**src/rtl/tx_crc_cfg_regs.vh**
```
// Register offsets, field positions, reset values and constants of the checksum block
`ifndef TX_CRC_CFG_REGS_VH
`define TX_CRC_CFG_REGS_VH

// ----------------------------------------
// Register indices and byte addresses
// ----------------------------------------
`define IDX_TX_CHECKSUM_CONTROL 8'h19
`define IDX_RX_SIGPRO_SETUP 8'h1A
`define IDX_DETECTOR_CONTROL 8'h30
`define ADDR_TX_CHECKSUM_CONTROL 10'h064
`define ADDR_RX_SIGPRO_SETUP 10'h068
`define ADDR_DETECTOR_CONTROL 10'h0C0

// ----------------------------------------
// Checksum control fields
// ----------------------------------------
`define CRC_SEED_HI 31
`define CRC_SEED_LO 16
`define CRC_SKIP_BIT 6
`define CRC_SEL_HI 5
`define CRC_SEL_LO 3
`define CRC_TYPE_BIT 2
`define CRC_INV_BIT 1
`define CRC_EN_BIT 0

// ----------------------------------------
// Seed codes and fixed seeds
// ----------------------------------------
`define SEED_SEL_0000 3'h0
`define SEED_SEL_6363 3'h1
`define SEED_SEL_A671 3'h2
`define SEED_SEL_FFFF 3'h3
`define SEED_SEL_0012 3'h4
`define SEED_SEL_E012 3'h5
`define SEED_SEL_RSVD 3'h6
`define SEED_SEL_CUSTOM 3'h7
`define SEED_0 16'h0000
`define SEED_1 16'h6363
`define SEED_2 16'hA671
`define SEED_3 16'hFFFF
`define SEED_4 16'h0012
`define SEED_5 16'hE012

// ----------------------------------------
// Polynomials, shifted out least significant bit first
// ----------------------------------------
`define POLY16_REFL 16'h8408
`define POLY5_REFL 5'h12
`define CRC16_LEN 5'h10
`define CRC5_LEN 5'h05

// ----------------------------------------
// Receive rate codes and own control fields
// ----------------------------------------
`define RATE_HI 2
`define RATE_LO 0
`define RATE_RESET 3'h0
`define RATE_106 3'h4
`define RATE_212 3'h5
`define RATE_424 3'h6
`define RATE_848 3'h7
`define DET_TYPE_AB 2'h0
`define DET_F212 2'h1
`define DET_F424 2'h2
`define DETCTL_AUTO_BIT 0
`define DETCTL_READER_BIT 1
`define DETCTL_BUSY_BIT 2

`endif

```
**src/rtl/tx_crc_and_rx_rate_config.v**
```verilog
// Transmit checksum generator, receive rate setting and their register slave
`timescale 1ns/100ps
`default_nettype none
`include "tx_crc_cfg_regs.vh"

// ----------------------------------------
// Byte FIFO
// ----------------------------------------
module tx_byte_fifo #(
  parameter WIDTH = 9,
  parameter DEPTH = 8,
  parameter AW = 3
) (
  input wire clk,
  input wire rst_n,
  input wire ce,
  input wire [WIDTH-1:0] in_data,
  input wire in_valid,
  output wire in_ready,
  output wire [WIDTH-1:0] out_data,
  output wire out_valid,
  input wire out_ready
);
  reg [WIDTH-1:0] mem [0:DEPTH-1];
  reg [AW-1:0] wr_ptr;
  reg [AW-1:0] rd_ptr;
  reg [AW:0] count;
  wire push;
  wire pop;

  assign in_ready = ce & (count != DEPTH[AW:0]);
  assign out_valid = (count != {(AW+1){1'b0}});
  assign out_data = mem[rd_ptr];
  assign push = ce & in_valid & in_ready;
  assign pop = ce & out_valid & out_ready;

  always @(posedge clk) begin
    if (push) begin
      mem[wr_ptr] <= in_data;
    end
  end

  always @(posedge clk or negedge rst_n) begin
    if (!rst_n) begin
      wr_ptr <= {AW{1'b0}};
      rd_ptr <= {AW{1'b0}};
      count <= {(AW+1){1'b0}};
    end else begin
      if (push) begin
        wr_ptr <= (wr_ptr == DEPTH[AW-1:0] - 1'b1) ? {AW{1'b0}} : wr_ptr + 1'b1;
      end
      if (pop) begin
        rd_ptr <= (rd_ptr == DEPTH[AW-1:0] - 1'b1) ? {AW{1'b0}} : rd_ptr + 1'b1;
      end
      if (push && !pop) begin
        count <= count + 1'b1;
      end else if (pop && !push) begin
        count <= count - 1'b1;
      end
    end
  end
endmodule

// Contract
// - Software holds a 16-bit custom seed in bits 31:16 of checksum control.
// - Skip bit set leaves the first frame byte out of the checksum.
// - Seed codes 0 to 5 load 0000h, 6363h, A671h, FFFFh, 0012h, E012h.
// - Seed code 7 loads the custom seed; code 6 is reserved.
// - For the 5-bit checksum only the seed's low byte is applied.
// - Width bit 0 selects 16-bit checksum, 1 selects 5-bit; reset 0.
// - Invert bit sends the complemented checksum; reset 0 sends it unchanged.
// - Append bit 1 computes and sends a checksum; 0 sends none.
// - Rate field codes 4 to 7 give 106, 212, 424, 848 kBd; reset 0.
// - Rate field top bit matters only in reader mode, ignored in card mode.
// - With auto detection on, a detected mode overwrites the rate field.
// - Detected type A or B peer writes rate code 100.
// - Detected type F 212 or 424 writes rate code 101 or 110.
module tx_crc_and_rx_rate_config #(
  parameter ADDR_W = 10,
  parameter FIFO_DEPTH = 8,
  parameter FIFO_AW = 3
) (
  input wire SYS_CLK,
  input wire RSTN,
  input wire CE,
  input wire [ADDR_W-1:0] S_AXI_AWADDR,
  input wire [2:0] S_AXI_AWPROT,
  input wire S_AXI_AWVALID,
  output wire S_AXI_AWREADY,
  input wire [31:0] S_AXI_WDATA,
  input wire [3:0] S_AXI_WSTRB,
  input wire S_AXI_WVALID,
  output wire S_AXI_WREADY,
  output reg [1:0] S_AXI_BRESP,
  output reg S_AXI_BVALID,
  input wire S_AXI_BREADY,
  input wire [ADDR_W-1:0] S_AXI_ARADDR,
  input wire [2:0] S_AXI_ARPROT,
  input wire S_AXI_ARVALID,
  output wire S_AXI_ARREADY,
  output reg [31:0] S_AXI_RDATA,
  output reg [1:0] S_AXI_RRESP,
  output reg S_AXI_RVALID,
  input wire S_AXI_RREADY,
  input wire [7:0] TX_DATA,
  input wire TX_LAST,
  input wire TX_VALID,
  output wire TX_READY,
  output wire TX_BIT,
  output wire TX_BIT_VALID,
  output wire TX_BIT_LAST,
  input wire TX_BIT_READY,
  input wire MODE_DETECTED,
  input wire [1:0] MODE_KIND,
  output wire [2:0] RX_RATE
);
  localparam ST_IDLE = 2'h0;
  localparam ST_LOAD = 2'h1;
  localparam ST_DATA = 2'h2;
  localparam ST_CRC = 2'h3;

  // ----------------------------------------
  // Registers
  // ----------------------------------------
  reg [15:0] crc_seed;
  reg crc_skip_first_byte;
  reg [2:0] crc_seed_sel;
  reg crc_type5;
  reg crc_invert_output;
  reg crc_enable;
  reg [2:0] rx_symbol_rate;
  reg auto_detect_en;
  reg reader_mode;

  // ----------------------------------------
  // Bus slave
  // ----------------------------------------
  reg aw_full;
  reg [ADDR_W-1:0] aw_addr;
  reg w_full;
  reg [31:0] w_data;
  reg [3:0] w_strb;
  wire do_write;
  wire wr_ctl;
  wire wr_rate;
  wire wr_det;
  wire [31:0] ctl_word;
  wire [31:0] rate_word;
  wire [31:0] det_word;
  wire busy;

  // Readies drop with CE so no transfer is lost while frozen
  assign S_AXI_AWREADY = CE & ~aw_full;
  assign S_AXI_WREADY = CE & ~w_full;
  assign S_AXI_ARREADY = CE & ~S_AXI_RVALID;
  // Write completes only once both halves are in and no response is pending
  assign do_write = CE & aw_full & w_full & ~S_AXI_BVALID;
  assign wr_ctl = do_write && (aw_addr == `ADDR_TX_CHECKSUM_CONTROL);
  assign wr_rate = do_write && (aw_addr == `ADDR_RX_SIGPRO_SETUP);
  assign wr_det = do_write && (aw_addr == `ADDR_DETECTOR_CONTROL);

  assign ctl_word = {crc_seed, 9'h000, crc_skip_first_byte, crc_seed_sel, crc_type5,
    crc_invert_output, crc_enable};
  assign rate_word = {29'h00000000, rx_symbol_rate};
  assign det_word = {29'h00000000, busy, reader_mode, auto_detect_en};

  always @(posedge SYS_CLK or negedge RSTN) begin
    if (!RSTN) begin
      aw_full <= 1'b0;
      aw_addr <= {ADDR_W{1'b0}};
      w_full <= 1'b0;
      w_data <= 32'h00000000;
      w_strb <= 4'h0;
      S_AXI_BVALID <= 1'b0;
      S_AXI_BRESP <= 2'h0;
      S_AXI_RVALID <= 1'b0;
      S_AXI_RRESP <= 2'h0;
      S_AXI_RDATA <= 32'h00000000;
    end else if (CE) begin
      if (S_AXI_AWVALID && !aw_full) begin
        aw_full <= 1'b1;
        aw_addr <= S_AXI_AWADDR;
      end
      if (S_AXI_WVALID && !w_full) begin
        w_full <= 1'b1;
        w_data <= S_AXI_WDATA;
        w_strb <= S_AXI_WSTRB;
      end
      if (do_write) begin
        aw_full <= 1'b0;
        w_full <= 1'b0;
        S_AXI_BVALID <= 1'b1;
        S_AXI_BRESP <= (wr_ctl | wr_rate | wr_det) ? 2'h0 : 2'h2;
      end else if (S_AXI_BVALID && S_AXI_BREADY) begin
        S_AXI_BVALID <= 1'b0;
      end
      if (S_AXI_ARVALID && !S_AXI_RVALID) begin
        S_AXI_RVALID <= 1'b1;
        S_AXI_RRESP <= 2'h0;
        case (S_AXI_ARADDR)
          `ADDR_TX_CHECKSUM_CONTROL: begin
            S_AXI_RDATA <= ctl_word;
          end
          `ADDR_RX_SIGPRO_SETUP: begin
            S_AXI_RDATA <= rate_word;
          end
          `ADDR_DETECTOR_CONTROL: begin
            S_AXI_RDATA <= det_word;
          end
          default: begin
            S_AXI_RDATA <= 32'h00000000;
            S_AXI_RRESP <= 2'h2;
          end
        endcase
      end else if (S_AXI_RVALID && S_AXI_RREADY) begin
        S_AXI_RVALID <= 1'b0;
      end
    end
  end

  // ----------------------------------------
  // Register writes and rate overwrite
  // ----------------------------------------
  reg [2:0] detected_rate;

  always @* begin
    case (MODE_KIND)
      `DET_TYPE_AB: detected_rate = `RATE_106;
      `DET_F212: detected_rate = `RATE_212;
      `DET_F424: detected_rate = `RATE_424;
      default: detected_rate = rx_symbol_rate;
    endcase
  end

  always @(posedge SYS_CLK or negedge RSTN) begin
    if (!RSTN) begin
      crc_seed <= 16'h0000;
      crc_skip_first_byte <= 1'b0;
      crc_seed_sel <= `SEED_SEL_0000;
      crc_type5 <= 1'b0;
      crc_invert_output <= 1'b0;
      crc_enable <= 1'b0;
      rx_symbol_rate <= `RATE_RESET;
      auto_detect_en <= 1'b0;
      reader_mode <= 1'b0;
    end else if (CE) begin
      if (wr_ctl) begin
        if (w_strb[3]) crc_seed[15:8] <= w_data[31:24];
        if (w_strb[2]) crc_seed[7:0] <= w_data[23:16];
        if (w_strb[0]) begin
          crc_skip_first_byte <= w_data[`CRC_SKIP_BIT];
          crc_seed_sel <= w_data[`CRC_SEL_HI:`CRC_SEL_LO];
          crc_type5 <= w_data[`CRC_TYPE_BIT];
          crc_invert_output <= w_data[`CRC_INV_BIT];
          crc_enable <= w_data[`CRC_EN_BIT];
        end
      end
      // Detector wins over a software write in the same cycle
      if (auto_detect_en && MODE_DETECTED && (MODE_KIND != 2'h3)) begin
        rx_symbol_rate <= detected_rate;
      end else if (wr_rate && w_strb[0]) begin
        rx_symbol_rate <= w_data[`RATE_HI:`RATE_LO];
      end
      if (wr_det && w_strb[0]) begin
        auto_detect_en <= w_data[`DETCTL_AUTO_BIT];
        reader_mode <= w_data[`DETCTL_READER_BIT];
      end
    end
  end

  // Card mode treats the top bit as set, so only 106 to 848 kBd result
  assign RX_RATE = reader_mode ? rx_symbol_rate : {1'b1, rx_symbol_rate[1:0]};

  // ----------------------------------------
  // Seed selection
  // ----------------------------------------
  reg [15:0] fixed_seed;
  wire [15:0] start_value;

  always @* begin
    case (crc_seed_sel)
      `SEED_SEL_0000: fixed_seed = `SEED_0;
      `SEED_SEL_6363: fixed_seed = `SEED_1;
      `SEED_SEL_A671: fixed_seed = `SEED_2;
      `SEED_SEL_FFFF: fixed_seed = `SEED_3;
      `SEED_SEL_0012: fixed_seed = `SEED_4;
      `SEED_SEL_E012: fixed_seed = `SEED_5;
      `SEED_SEL_CUSTOM: fixed_seed = crc_seed;
      default: fixed_seed = `SEED_0;
    endcase
  end

  assign start_value = crc_type5 ? {8'h00, fixed_seed[7:0]} : fixed_seed;

  // ----------------------------------------
  // Checksum step, least significant bit first
  // ----------------------------------------
  function [15:0] crc_step;
    input [15:0] crc;
    input bit_in;
    input short;
    reg fb16;
    reg fb5;
    begin
      fb16 = crc[0] ^ bit_in;
      fb5 = crc[0] ^ bit_in;
      if (short) begin
        crc_step = {11'h000, {1'b0, crc[4:1]} ^ (fb5 ? `POLY5_REFL : 5'h00)};
      end else begin
        crc_step = {1'b0, crc[15:1]} ^ (fb16 ? `POLY16_REFL : 16'h0000);
      end
    end
  endfunction

  // ----------------------------------------
  // Transmit serializer
  // ----------------------------------------
  wire [8:0] fifo_out;
  wire fifo_valid;
  wire fifo_pop;
  reg [1:0] state;
  reg [15:0] shreg;
  reg [4:0] bit_cnt;
  reg [15:0] crc;
  reg first_byte;
  reg byte_last;
  reg frame_crc_en;
  reg frame_inv;
  reg frame_type5;
  reg frame_skip;
  wire frame_skip_active;
  wire bit_take;
  wire crc_hold;
  wire [15:0] crc_next;
  wire [15:0] crc_out;
  wire [4:0] crc_len;

  // Popping stalls while the encoder is busy, so the FIFO backs up to TX_READY
  tx_byte_fifo #(
    .WIDTH(9),
    .DEPTH(FIFO_DEPTH),
    .AW(FIFO_AW)
  ) u_fifo (
    .clk(SYS_CLK),
    .rst_n(RSTN),
    .ce(CE),
    .in_data({TX_LAST, TX_DATA}),
    .in_valid(TX_VALID),
    .in_ready(TX_READY),
    .out_data(fifo_out),
    .out_valid(fifo_valid),
    .out_ready(fifo_pop)
  );

  assign fifo_pop = (state == ST_LOAD);
  assign busy = (state != ST_IDLE);
  assign bit_take = CE & TX_BIT_READY & ((state == ST_DATA) | (state == ST_CRC));
  assign crc_hold = frame_skip_active;
  assign crc_next = crc_hold ? crc : crc_step(crc, shreg[0], frame_type5);
  assign crc_out = frame_inv ? ~crc_next : crc_next;
  assign crc_len = frame_type5 ? `CRC5_LEN : `CRC16_LEN;
  assign TX_BIT = shreg[0];
  assign TX_BIT_VALID = (state == ST_DATA) | (state == ST_CRC);
  assign TX_BIT_LAST = ((state == ST_CRC) && (bit_cnt == crc_len - 5'h01)) ||
    ((state == ST_DATA) && byte_last && (bit_cnt == 5'h07) && !frame_crc_en);

  assign frame_skip_active = frame_skip & first_byte;

  always @(posedge SYS_CLK or negedge RSTN) begin
    if (!RSTN) begin
      state <= ST_IDLE;
      shreg <= 16'h0000;
      bit_cnt <= 5'h00;
      crc <= 16'h0000;
      first_byte <= 1'b0;
      byte_last <= 1'b0;
      frame_crc_en <= 1'b0;
      frame_inv <= 1'b0;
      frame_type5 <= 1'b0;
      frame_skip <= 1'b0;
    end else if (CE) begin
      case (state)
        ST_IDLE: begin
          if (fifo_valid) begin
            // Settings are frozen per frame; changes apply to the next one
            crc <= start_value;
            first_byte <= 1'b1;
            frame_crc_en <= crc_enable;
            frame_inv <= crc_invert_output;
            frame_type5 <= crc_type5;
            frame_skip <= crc_skip_first_byte;
            state <= ST_LOAD;
          end
        end
        ST_LOAD: begin
          // Waits here with the bit stream idle while the next byte is late
          if (fifo_valid) begin
            shreg <= {8'h00, fifo_out[7:0]};
            byte_last <= fifo_out[8];
            bit_cnt <= 5'h00;
            state <= ST_DATA;
          end
        end
        ST_DATA: begin
          if (bit_take) begin
            crc <= crc_next;
            shreg <= {1'b0, shreg[15:1]};
            bit_cnt <= bit_cnt + 5'h01;
            if (bit_cnt == 5'h07) begin
              first_byte <= 1'b0;
              bit_cnt <= 5'h00;
              if (!byte_last) begin
                state <= ST_LOAD;
              end else if (frame_crc_en) begin
                shreg <= crc_out;
                state <= ST_CRC;
              end else begin
                state <= ST_IDLE;
              end
            end
          end
        end
        ST_CRC: begin
          if (bit_take) begin
            shreg <= {1'b0, shreg[15:1]};
            bit_cnt <= bit_cnt + 5'h01;
            if (bit_cnt == crc_len - 5'h01) begin
              state <= ST_IDLE;
            end
          end
        end
        default: begin
          state <= ST_IDLE;
        end
      endcase
    end
  end
endmodule
`default_nettype wire

```
**config.mk**
```make
export PLATFORM = sky130hd
export DESIGN_NAME = tx_crc_and_rx_rate_config
export DESIGN_NICKNAME = d
export VERILOG_FILES = /design/src/rtl/tx_crc_and_rx_rate_config.v
export VERILOG_INCLUDE_DIRS = /design/src /design/src/rtl
export SDC_FILE = /design/constraint.sdc
export NUM_CORES = 1
export LEC_CHECK = 0
export ABC_AREA = 1
export BUFFER_PORTS_ARGS = -buffer_cell sky130_fd_sc_hd__buf_2
export CORE_MARGIN = 5
export CORE_UTILIZATION = 35
export DETAILED_ROUTE_END_ITERATION = 7
export GPL_TIMING_DRIVEN = 0
export MAX_ROUTING_LAYER = met4
export PLACE_DENSITY = 0.63
export SLEW_MARGIN = 20
export SYNTH_ARGS = -nofsm -noshare
export SYNTH_HDL_FRONTEND = slang
export SYNTH_SLANG_ARGS = --single-unit
```
**constraint.sdc**
```tcl
create_clock -name SYS_CLK -period 3 [get_ports SYS_CLK]
set_input_delay 0.15 -clock SYS_CLK [delete_from_list [all_inputs] [get_ports SYS_CLK]]
set_output_delay 0.15 -clock SYS_CLK [all_outputs]
set_load 0.05 [all_outputs]
```
* Word-level counts from Yosys, hierarchy flattened *
Memory sizes are Yosys's and may differ from the RTL's.
Index checks and enable logic that the tools add are counted.

word-level totals
  register bits = 169
  bits in writable memories = 72
  input bits = 84
  output and inout bits = 48
  word-level logic and storage cells = 209
  memories kept = 1

operators by class
  add/subtract/negate cells = 6
  equal/unequal tests = 30
  multiplexer cells = 57
  bitwise gates (word level) = 25
  reduce and logical (&&, ||, !) cells = 57

memories
  name        depth  width  rd ports  clocked after memory_dff  wr ports  line                            source
  u_fifo.mem  8      9      1         0                         1         tx_crc_and_rx_rate_config.v:24  reg [WIDTH-1:0] mem [0:DEPTH-1];

operator list
  operator                                              count
  two-way mux 16 bit                                    13
  one-hot mux 16 bit (6 select lines)                   1
  one-hot mux 32 bit (3 select lines)                   1
  one-hot mux 16 bit (3 select lines)                   1
  equality test 10 x 7 -> 1 bit, second input constant  4
  one-hot mux 16 bit (2 select lines)                   1
  two-way mux 5 bit                                     6
  equality test 10 x 8 -> 1 bit, second input constant  2
  two-way mux 2 bit                                     10
  logical AND 1 bit                                     18
  AND reduction 2 bit                                   9
  AND reduction 3 bit                                   6
  inverter 16 bit                                       1
  nonzero test 2 bit                                    8
  bitwise XOR 15 x 16 -> 16 bit                         1
  equality test 3 bit, second input constant            5
  two-way mux 3 bit                                     5
  one-hot mux 5 bit (3 select lines)                    1
  bitwise AND 1 bit                                     14
  two-way mux 1 bit                                     13
  AND reduction 5 bit                                   2
  one-hot mux 3 bit (3 select lines)                    1
  two-way mux 4 bit                                     2
  != test 2 x 1 -> 1 bit, second input constant         4
  other kinds (28)                                      46

* Longest topological paths before layout *
Gate-level depths: netlist (run 1).

  word-level depth = 12
  gate-level depth with buffers = 14
  gate-level depth less buffers = 13

* Modules after synthesis *
From an unflattened synthesis (run 1), not the netlist that was laid out.

second synthesis, totals
  cell total of the unflattened synthesis = 1198
  area, all modules = 10650.2 um^2

modules (own cells, without submodules)
  module                     instances  cells each  area each (um^2)  seq. area each (um^2)
  tx_crc_and_rx_rate_config  1          874         7095.6            3453.3
  tx_byte_fifo               1          324         3554.7            2412.3

* Worst setup path before layout (run 1) *
Ideal clock, no wire load.

  path type = reg2reg
  start point = reg u_fifo.count[2]
  end point = reg u_fifo.count[3]
  setup time = 125 ps
  arrival = 2452 ps
  required time = 2875 ps
  path slack = 423 ps
  cell stages (with the launch flop) = 14
  path buffers = 0
  period minus slack after synthesis = 2577 ps
  path through = dfrtp_1 inv_1 a31oi_2 nand2_1 inv_1 ha_1 inv_1 ha_1 a21o_1 a21oi_1 nand2_1 nand2_1 nor2_1 xor2_1

on the way
  cells in the longest elaborated chain, start to end = 6
  elaborated cells between the ends (all ways) = 15
  those cells by class = 2 x add/sub; 1 x eq/ne; 2 x mux; 4 x bitwise; 6 x reduce/logical

ends and longest elaborated chain
  element                              line                             source
  start: declaration                   tx_crc_and_rx_rate_config.v:27   reg [AW:0] count;
  start signal: assignment             tx_crc_and_rx_rate_config.v:47   count <= {(AW+1){1'b0}};
  start signal: assignment             tx_crc_and_rx_rate_config.v:56   count <= count + 1'b1;
  start signal: assignment             tx_crc_and_rx_rate_config.v:58   count <= count - 1'b1;
  != test 4 bit (*)                    tx_crc_and_rx_rate_config.v:31   assign in_ready = ce & (count != DEPTH[AW:0]);
  bitwise AND 1 bit (*)                tx_crc_and_rx_rate_config.v:31
  named net TX_READY                   tx_crc_and_rx_rate_config.v:108  output wire TX_READY,
  bitwise AND 1 bit (*)                tx_crc_and_rx_rate_config.v:34   assign push = ce & in_valid & in_ready;
  named net u_fifo.push                tx_crc_and_rx_rate_config.v:28   wire push;
  zero test 1 bit                      tx_crc_and_rx_rate_config.v:57   end else if (pop && !push) begin
  logical AND 1 bit                    tx_crc_and_rx_rate_config.v:57
  nonzero test 2 bit (no source line)  n/a

The timed path passes the listed nets; every way through them passes the cells marked *. The select of a mux whose other input is x is not followed.
A chain may end at the register's enable or synchronous reset.

* Worst setup path after layout (run 1) *
  start point = reg state[0]
  end point = out TX_BIT_LAST

on the way
  cells in the longest elaborated chain, start to end = 5
  elaborated cells between the ends (all ways) = 7
  those cells by class = 2 x eq/ne; 5 x reduce/logical

ends and longest elaborated chain
  element                         line                             source
  start: declaration              tx_crc_and_rx_rate_config.v:321  reg [1:0] state;
  start signal: assignment        tx_crc_and_rx_rate_config.v:371  state <= ST_IDLE;
  start signal: assignment        tx_crc_and_rx_rate_config.v:392  state <= ST_LOAD;
  start signal: assignment        tx_crc_and_rx_rate_config.v:401  state <= ST_DATA;
  equality test 2 bit             tx_crc_and_rx_rate_config.v:365  ((state == ST_DATA) && byte_last && (bit_cnt == 5'h07) && !frame_crc_en);
  logical AND 1 bit (3 in a row)  tx_crc_and_rx_rate_config.v:365
  logical OR 1 bit (*)            tx_crc_and_rx_rate_config.v:364  assign TX_BIT_LAST = ((state == ST_CRC) && (bit_cnt == crc_len - 5'h01)) ||
  end: declaration                tx_crc_and_rx_rate_config.v:111  output wire TX_BIT_LAST,

Every way passes the cells marked *; elsewhere a longest branch is shown, timed or not.

==> summary.txt, run 1 <==
Worst setup path
  • Startpoint types: flop
  • CP required: 2.85 ns
  • CP Max Fanout: 10
  • Reg-to-Reg End: u_fifo.mem[3][0]
  • CP Capture Type: primary output
  • Worst Reg-to-Reg Cells: 6
  • Crit path arrival time: 2.40 ns
  • Reg2reg start: u_fifo.count[0]
  • Worst reg-to-reg setup slack: 0.61 ns
  • Critical path class: reg2out

Timing
  • Slew Viols, Final: 0
  • Endpoints failing hold: 0
  • Worst slew margin: 0.246
  • Skew final: 0.0254 ns
  • Least-Margin Pin Slew: 1.13 ns
  • Max frequency: 0.391 GHz
  • Final setup fails: 0
  • Tmin final: 2.55 ns
  • Hold WS: 0.0267 ns
  • Unrepaired setup endpoints after global routing: false
  • Fin crit share: 0.852

Worst hold path
  • Min-Delay Endpoint: S_AXI_RVALID
  • Hold Path Stages: 4
  • Hold path start: CE
  • Worst min-delay path category: in2reg

Logic synthesis
  • Post-synth EDFFs: 72
  • Number of distinct library cells after synthesis: 53
  • Post-synthesis register bit count: 220
  • Post-synth top flop: dfrtp_1
  • Count of warnings emitted by yosys: 0
  • Largest area contributor in the netlist: dfrtp_1
  • Top cell type's share of synthesized area: 0.349
  • Cells after Synth: 1148
  • Sequential fraction of the synthesis area: 0.553
  • Ranking of synthesized cells by area: dfrtp_1 35%, edfxtp_1 20%, nand2_1 9.5%
  • Post-synthesis average cell area: 9.24 um^2
  • Mapped Area: 10600 um^2
  • Async SR Flop Fraction: 0.673

Power and ir drop
  • Reg power frac: 0.385
  • Combinational power share: 0.345
  • Switching power: 3.99 mW
  • Lkg Pwr: 5.92 nW
  • Net Sw Frac: 0.370
  • Clock Power Share: 0.271
  • Max VDD drop: 0.559 mV
  • Pwr Density: 829 nW/um^2
  • Int Power: 6.77 mW

Routing
  • Drt wl/cell: 15.1 um
  • Starting DRC count in detailed routing: 599
  • Vias post-DR: 8538
  • Pre-Repair DR Iteration Count: 5
  • Routed Antenna Nets: 0
  • DRC viols: 0
  • Vias/cell: 4.90
  • Post-Route WL: 26400 um

GRT
  • Tot GR Track Use: 0.159
  • First-pass GRT wire length: 43100 um
  • Grt total ovfl: 0
  • Largest net degree at the start of global routing: 95
  • Antenna violations before repair: 0
  • Vias in the first global route: 8483

Placed design
  • Final GP Congestion: 0.881
  • IO Port Bufs: 103
  • Post-Place Cells: 1652
  • Hpwl dp: 18800 um

Clock network
  • Clock-pin slew on the worst setup and hold paths: 0.06 ns
  • Post-CTS Resized: 0
  • CTS sink cnt: 220
  • Max clock buf depth: 3
  • Worst skew pair latency: 0.52 ns
  • CTS buffer count: 23
  • Setup Fix Bufs, Post-CTS: 0
  • H-tree level count: 1
  • CTS tree: done
  • CTS Root Cell: clkbuf_16

Run status
  • Outcome: completed

Layout
  • Fraction of layout cells with a size suffix above 1: 0.197
  • Final nets: 1436
  • Finished Layout Cells: 1743
  • # diodes: 0
  • Syn-to-layout area delta: 22.4%

Floorplan
  • Initial Util: 0.356
  • Die Y: 184 um
  • Die ar.: 33900 um^2
  • Core Area: 29800 um^2
  • Die span in x: 184 um
  • Cell Rows: 63
  • IO Pins: 132

Run
  • Max-cap violations: 0
[how the worst max path moves through the flow]
stage / slack (ns) / endpoint / from / cells after the start
2_1_floorplan: 0.42 / u_fifo.count[3] / u_fifo.count[2] / 13
3_3_place_gp: -0.49 / aw_addr[0] / RSTN / 1
3_5_place_dp: 0.63 / u_fifo.mem[3][4] / u_fifo.count[0] / 6
4_1_cts: 0.43 / TX_BIT_LAST / state[0] / 8
5_1_grt: 0.28 / TX_BIT_LAST / state[0] / 8
6_report: 0.45 / TX_BIT_LAST / state[0] / 8
[flip-flops by register name, summed over array words and instances (netlist names), 4 cells and up]
| name | cells |
|---|---|
| crc_seed | 16 |
| bit_cnt | 5 |
| S_AXI_RDATA | 23 |
| u_fifo.count | 4 |
| u_fifo.mem | 72 |
| w_data | 23 |
| crc | 16 |
| shreg | 16 |
| aw_addr | 10 |
[per-stage QoR]
step           instance area [um^2]  TNS (ns)  utilization  total power [mW]  setup slack (ns)
3_3_place_gp                  11600    -69.02        0.391              7.74            -0.485
2_1_floorplan                 10600         0            -              6.78             0.423
3_5_place_dp                  11700         0        0.392              7.83             0.629
6_report                      13000         0        0.435              10.8             0.445
4_1_cts                       13000         0        0.435              10.8             0.427
5_1_grt                       13000         0        0.435              11.5             0.276
[placed cells by master, fill, tap and decap left out, types with 3 or more instances in the layout]
| cell | instances |
|---|---|
| nand2_1 | 268 |
| dfrtp_1 | 148 |
| buf_2 | 128 |
| nor2_1 | 106 |
| o21ai_0 | 99 |
| inv_1 | 89 |
| nand3_1 | 74 |
| edfxtp_1 | 72 |
| a21oi_1 | 58 |
| dlygate4sd3_1 | 52 |
| clkbuf_16 | 23 |
| o22ai_1 | 22 |
| buf_4 | 20 |
| mux2_2 | 18 |
| o211ai_1 | 15 |
| ha_1 | 12 |
| clkbuf_1 | 11 |
| conb_1 | 11 |
| inv_2 | 10 |
| o21ai_2 | 10 |
| buf_6 | 8 |
| o21ai_1 | 8 |
| nand4_1 | 7 |
| nor2_4 | 4 |
| xor2_1 | 4 |
| nand2_4 | 4 |
| o31ai_1 | 4 |
| nor4_1 | 4 |
| clkinv_2 | 4 |
| nor3_1 | 4 |
| clkbuf_8 | 4 |
| nand2_2 | 3 |
| or2_2 | 3 |
| o21a_1 | 3 |
| a22oi_1 | 3 |
| bufinv_16 | 3 |
[worst max-delay path: stages (launching register included)]
cell	delay [ns]
dfrtp_1	0.35
buf_2	0.22
nor2_4	0.30
inv_2	0.09
buf_2	0.21
nor3_2	0.16
inv_1	0.07
o22ai_1	0.17
buf_2	0.31
[power by group through the flow]
| stage | clock (mW) | sequential [mW] | combinational [mW] |
|---|---|---|---|
| 2_1_floorplan | 0 | 4.19 | 2.59 |
| 3_3_place_gp | 0 | 4.17 | 3.57 |
| 3_5_place_dp | 0 | 4.19 | 3.64 |
| 4_1_cts | 2.97 | 4.14 | 3.72 |
| 5_1_grt | 3.09 | 4.22 | 4.17 |
| 6_report | 2.91 | 4.14 | 3.71 |
[Yosys cell counts (all sizes together), types with 2 or more instances]
cell type / number
nor3: 6
dfrtp: 148
clkbuf: 8
mux2: 20
o211ai: 15
o21ai: 117
o221ai: 2
a21oi: 59
or2: 6
xor2: 4
buf: 56
o22ai: 22
inv: 102
o21a: 3
ha: 12
o31ai: 4
nand2: 275
nor4: 6
a31oi: 2
nand3: 75
nor2: 114
a22oi: 3
nand4: 9
clkinv: 2
xnor2: 2
edfxtp: 72
[metal layers]
layer | vias up | GRT usage | wire length [um]
li1 | 4201 | - | -
met1 | 4066 | 0.218 | 12000
met2 | 234 | 0.257 | 12500
met3 | 37 | 0.0194 | 1430
met4 | 0 | 0.0343 | 432
met5 | - | - | 0
[cell type report]
cell class | instances | area (um^2)
Fill cell | 2908 | 16800
Tap cell | 390 | 488
Timing Repair Buffer | 156 | 1070
Clock inverter | 9 | 129
Multi-Input combinational cell | 770 | 3970
Clock buffer | 30 | 642
Inverter | 104 | 402
Buffer | 64 | 408
Sequential cell | 220 | 5870
[repair_timing]
item | in CTS | in global routing
hold buffers | 52 | 0
endpoints found under the hold margin | 166 | 0
endpoints found under the setup margin | 0 | 0
[logic make-up after synthesis]
logic type,after synthesis,share of synthesized area
xor+xnor,6,0.00496
simple gates,492,0.205
other cells,1,0.000354
flops,220,0.553
compound gates,228,0.122
buf+inv,168,0.0764
fa+ha+maj,13,0.0160
mux,20,0.0219
No activity file was read; power rests on OpenSTA's default activity.
==> run 2: changes to the inputs <==
ABC_AREA = not set   (was 1)
CTS_BUF_LIST = sky130_fd_sc_hd__clkbuf_8   (was not set)
==> summary.txt, run 2 <==
Worst setup path
  • Crit path arrival time: 2.65 ns
  • CP Capture Type: primary output
  • CP required: 2.85 ns
  • CP Max Fanout: 10
  • Startpoint types: flop
  • Critical path class: reg2out

GRT
  • Gr busiest metal: met2
  • Largest net degree at the start of global routing: 89
  • Met3 Usage GRT: 0.0228
  • Antenna violations before repair: 0
  • Tot GR Track Use: 0.153
  • First-pass GRT wire length: 39700 um
  • GR Util met2: 0.234
  • Routing usage on met1: 0.212
  • Vias in the first global route: 7356
  • Grt total ovfl: 0

Logic synthesis
  • Mapped Area: 10200 um^2
  • Number of distinct library cells after synthesis: 68
  • Count of warnings emitted by yosys: 0
  • Post-synth top flop: dfrtp_1
  • Count leader, synth: dfrtp_1
  • Cells after Synth: 798
  • Sequential fraction of the synthesis area: 0.576
  • Post-synthesis average cell area: 12.8 um^2
  • Top cell type's share of synthesized area: 0.363
  • Commonest cells post-synth: 148 x dfrtp_1, 72 x edfxtp_1, 62 x nand2_1, 51 x mux2_2, 43 x nor2_1
  • Largest area contributor in the netlist: dfrtp_1
  • Post-synth EDFFs: 72
  • Async SR Flop Fraction: 0.673
  • Ranking of synthesized cells by area: dfrtp_1 36%, edfxtp_1 21%, mux2_2 5.6%
  • Post-synthesis register bit count: 220

Placed design
  • Final GP Congestion: 0.811
  • Post-Place Setup Slack: -0.00716 ns
  • Post-place instance area: 11300 um^2
  • Hpwl dp: 17000 um
  • IO Port Bufs: 103

Power and ir drop
  • Pwr Density: 794 nW/um^2
  • Combinational power share: 0.292
  • Reg power frac: 0.419
  • Net Sw Frac: 0.328
  • Int Power: 6.74 mW
  • Lkg Pwr: 5.45 nW
  • Clock Power Share: 0.289
  • Max VDD drop: 0.398 mV
  • Switching power: 3.28 mW

Floorplan
  • Die Y: 181 um
  • Die ar.: 32600 um^2
  • IO Pins: 132
  • Initial Util: 0.355
  • Die span in x: 181 um
  • Core Area: 28700 um^2
  • Cell Rows: 62

Routing
  • Starting DRC count in detailed routing: 478
  • DRC viols: 0
  • Pre-Repair DR Iteration Count: 5
  • Vias post-DR: 7093
  • Drt wl/cell: 17.2 um
  • Vias/cell: 5.01
  • Routed Antenna Nets: 0
  • Post-Route WL: 24400 um

Timing
  • Fin crit share: 0.935
  • Unrepaired setup endpoints after global routing: false
  • Skew final: 0.0360 ns
  • Fin Setup TNS: 0 ns
  • Endpoints failing hold: 0
  • Max frequency: 0.357 GHz
  • Slew Viols, Final: 0
  • Least-Margin Pin Slew: 1.08 ns
  • Setup ws final: 0.196 ns
  • Final setup fails: 0
  • Worst slew margin: 0.278
  • Tmin final: 2.80 ns
  • Hold WS: 0.110 ns

Clock network
  • H-tree level count: 2
  • CTS buffer count: 38
  • Clock-pin slew on the worst setup and hold paths: 0.06 ns
  • CTS Root Cell: clkbuf_8
  • CTS sink cnt: 220
  • CTS tree: done
  • Max clock buf depth: 3
  • Worst skew pair latency: 0.54 ns
  • Setup Fix Bufs, Post-CTS: 0

Layout
  • Most frequent cells in the layout: 148 x dfrtp_1, 111 x buf_2, 72 x edfxtp_1
  • Fin area: 12600 um^2
  • Most common cell after layout, fill and taps aside: dfrtp_1
  • Max reg flops: 72
  • # diodes: 0
  • Syn-to-layout area delta: 23.8%
  • Fraction of layout cells with a size suffix above 1: 0.260
  • Biggest regs: u_fifo.mem (72), S_AXI_RDATA (23), w_data (23)
  • Top reg by flops: u_fifo.mem
  • Final nets: 1101

Run status
  • Outcome: completed

Run
  • Max-cap violations: 0

Worst hold path
  • Worst min-delay path category: in2reg
[run 2: worst max-delay path, cell delays in order, from the launching register on]
cell	delay, ns
dfrtp_1	0.33
clkbuf_1	0.39
clkbuf_2	0.40
clkbuf_1	0.49
o21a_1	0.24
buf_2	0.27
[run 2: final cells by class]
| cell class | count | area (um^2) |
|---|---|---|
| Clock buffer | 44 | 606 |
| Sequential cell | 220 | 5870 |
| Inverter | 9 | 33.8 |
| Tap cell | 384 | 480 |
| Fill cell | 2643 | 16100 |
| Clock inverter | 25 | 213 |
| Timing Repair Buffer | 156 | 1070 |
| Multi-Input combinational cell | 523 | 4060 |
| Buffer | 56 | 290 |
[run 2: stage by stage]
| stage | power (mW) | instances | utilization |
|---|---|---|---|
| after global routing | 10.6 | 1417 | 0.440 |
| after global placement | 7.03 | 1295 | 0.391 |
| after detailed placement | 7.11 | 1298 | 0.393 |
| after CTS | 10.1 | 1417 | 0.439 |
| final | 10.0 | 1417 | 0.440 |
| after floorplan | 6.26 | 808 | - |
[run 2: logic make-up (layout without fill, tap and decap cells)]
group,Yosys count,after routing,share of synthesized area
other,1,11,0.000368
and+or+nand+nor,203,203,0.101
xor gates and xnor gates,21,21,0.0194
DFF,220,220,0.576
muxes,119,119,0.149
buffers and inverters,65,290,0.0317
AOI/OAI and AO/OA,156,156,0.106
adders and majority gates,13,13,0.0167
[run 2: final timing paths]
kind,from,end,slack (ns),cells after the start
hold / removal,TX_BIT_READY,shreg[9],0.11,3
hold reg to reg,w_data[4],crc_seed_sel[1],0.47,1
max in group asynchronous,RSTN,aw_addr[7],2.02,3
setup / recovery,state[1],TX_BIT_LAST,0.20,5
setup reg to reg,state[1],u_fifo.count[3],0.30,12
min in group asynchronous,RSTN,w_data[27],0.14,2
[run 2: power by group through the flow]
stage	registers, mW	clock network [mW]	logic (mW)
final	4.20	2.90	2.93
after global routing	4.27	3.10	3.24
after CTS	4.19	2.97	2.93
after detailed placement	4.24	0	2.87
after global placement	4.22	0	2.81
after floorplan	4.14	0	2.11
[run 2: what timing repair did]
| action | in CTS | in global routing |
|---|---|---|
| hold buffers | 50 | 0 |
| endpoints found under the setup margin | 1 | 2 |
| gates resized for setup | 1 | 4 |
| hold endpoints to repair | 172 | 0 |
[run 2: metal layers]
metal,vias to the layer above,part of all wire
met4,0,0.021
li1,3349,-
met1,3511,0.46
met3,40,0.047
met5,-,0
met2,193,0.47
==> run 3: changes to the inputs <==
SETUP_SLACK_MARGIN = 0.3   (was not set)
==> summary.txt, run 3 (synthesized netlist as in run 2, its figures left out) <==
Run status
  • Outcome: completed

Clock network
  • Max clock buf depth: 3
  • H-tree level count: 2
  • Worst skew pair latency: 0.53 ns
  • CTS Root Cell: clkbuf_8
  • CTS sink cnt: 220
  • Clock-pin slew on the worst setup and hold paths: 0.06 ns
  • CTS buffer count: 38
  • CTS tree: done

Placed design
  • IO Port Bufs: 103
  • Hpwl dp: 17000 um
  • Final GP Congestion: 0.811

Worst setup path
  • Most frequent CP cell: ha_1
  • Slowest stage cell, crit path: dfrtp_2
  • CP required: 3.40 ns
  • Reg-to-Reg End: u_fifo.count[3]
  • Crit path max-delay family: simple AND/OR/NAND/NOR gates
  • Startpoint types: flop
  • CP Max Fanout: 6
  • CP Capture Type: flop
  • Critical path class: reg2reg
  • Reg2reg start: u_fifo.count[1]
  • Worst path bufs/invs: 2
  • Crit path arrival time: 2.88 ns
  • Cell breakdown of the critical path: nor3_1, nand2_1, and3_1, clkbuf_1, ha_1, inv_2, ha_1, a21o_1, a21oi_1, xnor2_1, nor2_1, xor2_1
  • Largest stage delay on the critical path: 0.45 ns
  • Worst reg-to-reg setup slack: 0.53 ns
  • Worst Reg-to-Reg Cells: 12

GRT
  • Tot GR Track Use: 0.153
  • Antenna violations before repair: 0
  • First-pass GRT wire length: 39700 um
  • Grt total ovfl: 0
  • Largest net degree at the start of global routing: 89
  • Vias in the first global route: 7342

Timing
  • Fin Setup TNS: 0 ns
  • Unrepaired setup endpoints after global routing: false
  • Least-Margin Pin Slew: 1.10 ns
  • Final setup fails: 0
  • Fin crit share: 0.824
  • Skew final: 0.0321 ns
  • Worst slew margin: 0.266
  • Tmin final: 2.47 ns
  • Slew Viols, Final: 0
  • Max frequency: 0.404 GHz
  • Endpoints failing hold: 0

Routing
  • Starting DRC count in detailed routing: 465
  • Drt wl/cell: 17.2 um
  • Pre-Repair DR Iteration Count: 5
  • DRC viols: 0
  • Vias/cell: 5.01
  • Vias post-DR: 7105
  • Routed Antenna Nets: 0
  • Post-Route WL: 24300 um

Power and ir drop
  • Lkg Pwr: 5.47 nW
  • Max VDD drop: 0.413 mV
  • Pwr Density: 795 nW/um^2

Run
  • Max-cap violations: 0

Layout
  • Syn-to-layout area delta: 24.1%
  • Biggest regs: u_fifo.mem (72), S_AXI_RDATA (23), w_data (23)
  • Top reg by flops: u_fifo.mem
  • Most frequent cells in the layout: 146 x dfrtp_1, 111 x buf_2, 72 x edfxtp_1
  • Most common cell after layout, fill and taps aside: dfrtp_1
  • Max reg flops: 72
  • Fraction of layout cells with a size suffix above 1: 0.268
  • Final core utilization: 0.441
  • Final nets: 1102
  • # diodes: 0

Floorplan
  • Core Area: 28700 um^2
  • Die Y: 181 um
  • IO Pins: 132
  • Cell Rows: 62
  • Die ar.: 32600 um^2
  • Die span in x: 181 um
  • Initial Util: 0.355

Worst hold path
  • Hold Path Stages: 3
  • Hold path start: TX_BIT_READY
  • Worst min-delay path category: in2reg
  • Min-Delay Endpoint: shreg[9]
[run 3: what timing repair did]
action	in CTS	in global routing
gates resized for setup	4	10
setup buffers	0	1
pin swaps	0	1
endpoints found under the hold margin	172	0
setup endpoints to repair	3	3
hold buffers	50	0
[run 3: layout make-up]
type                    instances  area [um^2]
plain buffers                  56          294
clock buffers                  44          606
clock inverters                25          213
fillers                      2649        16100
inverters                       9         33.8
multi-input cells             523         4080
flip-flops and latches        220         5870
well taps                     384          480
repair buffers                157         1080
[run 3: metal layers]
metal / part of all wire / GRT usage / up-vias / wire length [um]
li1: - / - / 3356 / -
met1: 0.47 / 0.213 / 3545 / 11300
met2: 0.47 / 0.234 / 163 / 11500
met3: 0.040 / 0.0210 / 41 / 963
met4: 0.020 / 0.0445 / 0 / 488
met5: 0 / - / - / 0
[run 3: metrics by stage]
step           worst slack (ns)  instance area (um^2)  total power [mW]  std cells  hold slack (ns)
2_1_floorplan             0.454                 10200              6.26        808           -0.146
3_3_place_gp             -0.454                 11200              7.03       1295            0.382
3_5_place_dp           -0.00716                 11300              7.11       1298            0.119
4_1_cts                   0.200                 12600              10.1       1417           0.0575
5_1_grt                   0.326                 12600              10.6       1418           0.0813
6_report                  0.527                 12600              10.1       1418           0.0917
[run 3: worst max path at each step]
stage                     slack, ns            start               end  cells after the start
final                          0.53  u_fifo.count[1]   u_fifo.count[3]                     12
after global routing           0.33  u_fifo.count[1]   u_fifo.count[3]                     11
after CTS                      0.20         state[1]   u_fifo.count[3]                     12
after detailed placement     -0.007         state[1]   u_fifo.count[3]                     12
after global placement        -0.45             RSTN  u_fifo.wr_ptr[2]                      1
after floorplan                0.45         state[1]   u_fifo.count[3]                     12
[run 3: report_power, final]
group	total [mW]	switching, mW	internal (mW)
Sequential	4.21	0.478	3.73
Clock	2.90	1.21	1.69
Combinational	2.95	1.61	1.34
[run 3: worst reg2reg max path, stage by stage, from the launching register on]
cell,delay [ns]
dfrtp_2,0.45
nor3_1,0.19
nand2_1,0.09
and3_1,0.18
clkbuf_1,0.18
ha_1,0.25
inv_2,0.09
ha_1,0.23
a21o_1,0.17
a21oi_1,0.17
xnor2_1,0.14
nor2_1,0.07
xor2_1,0.14
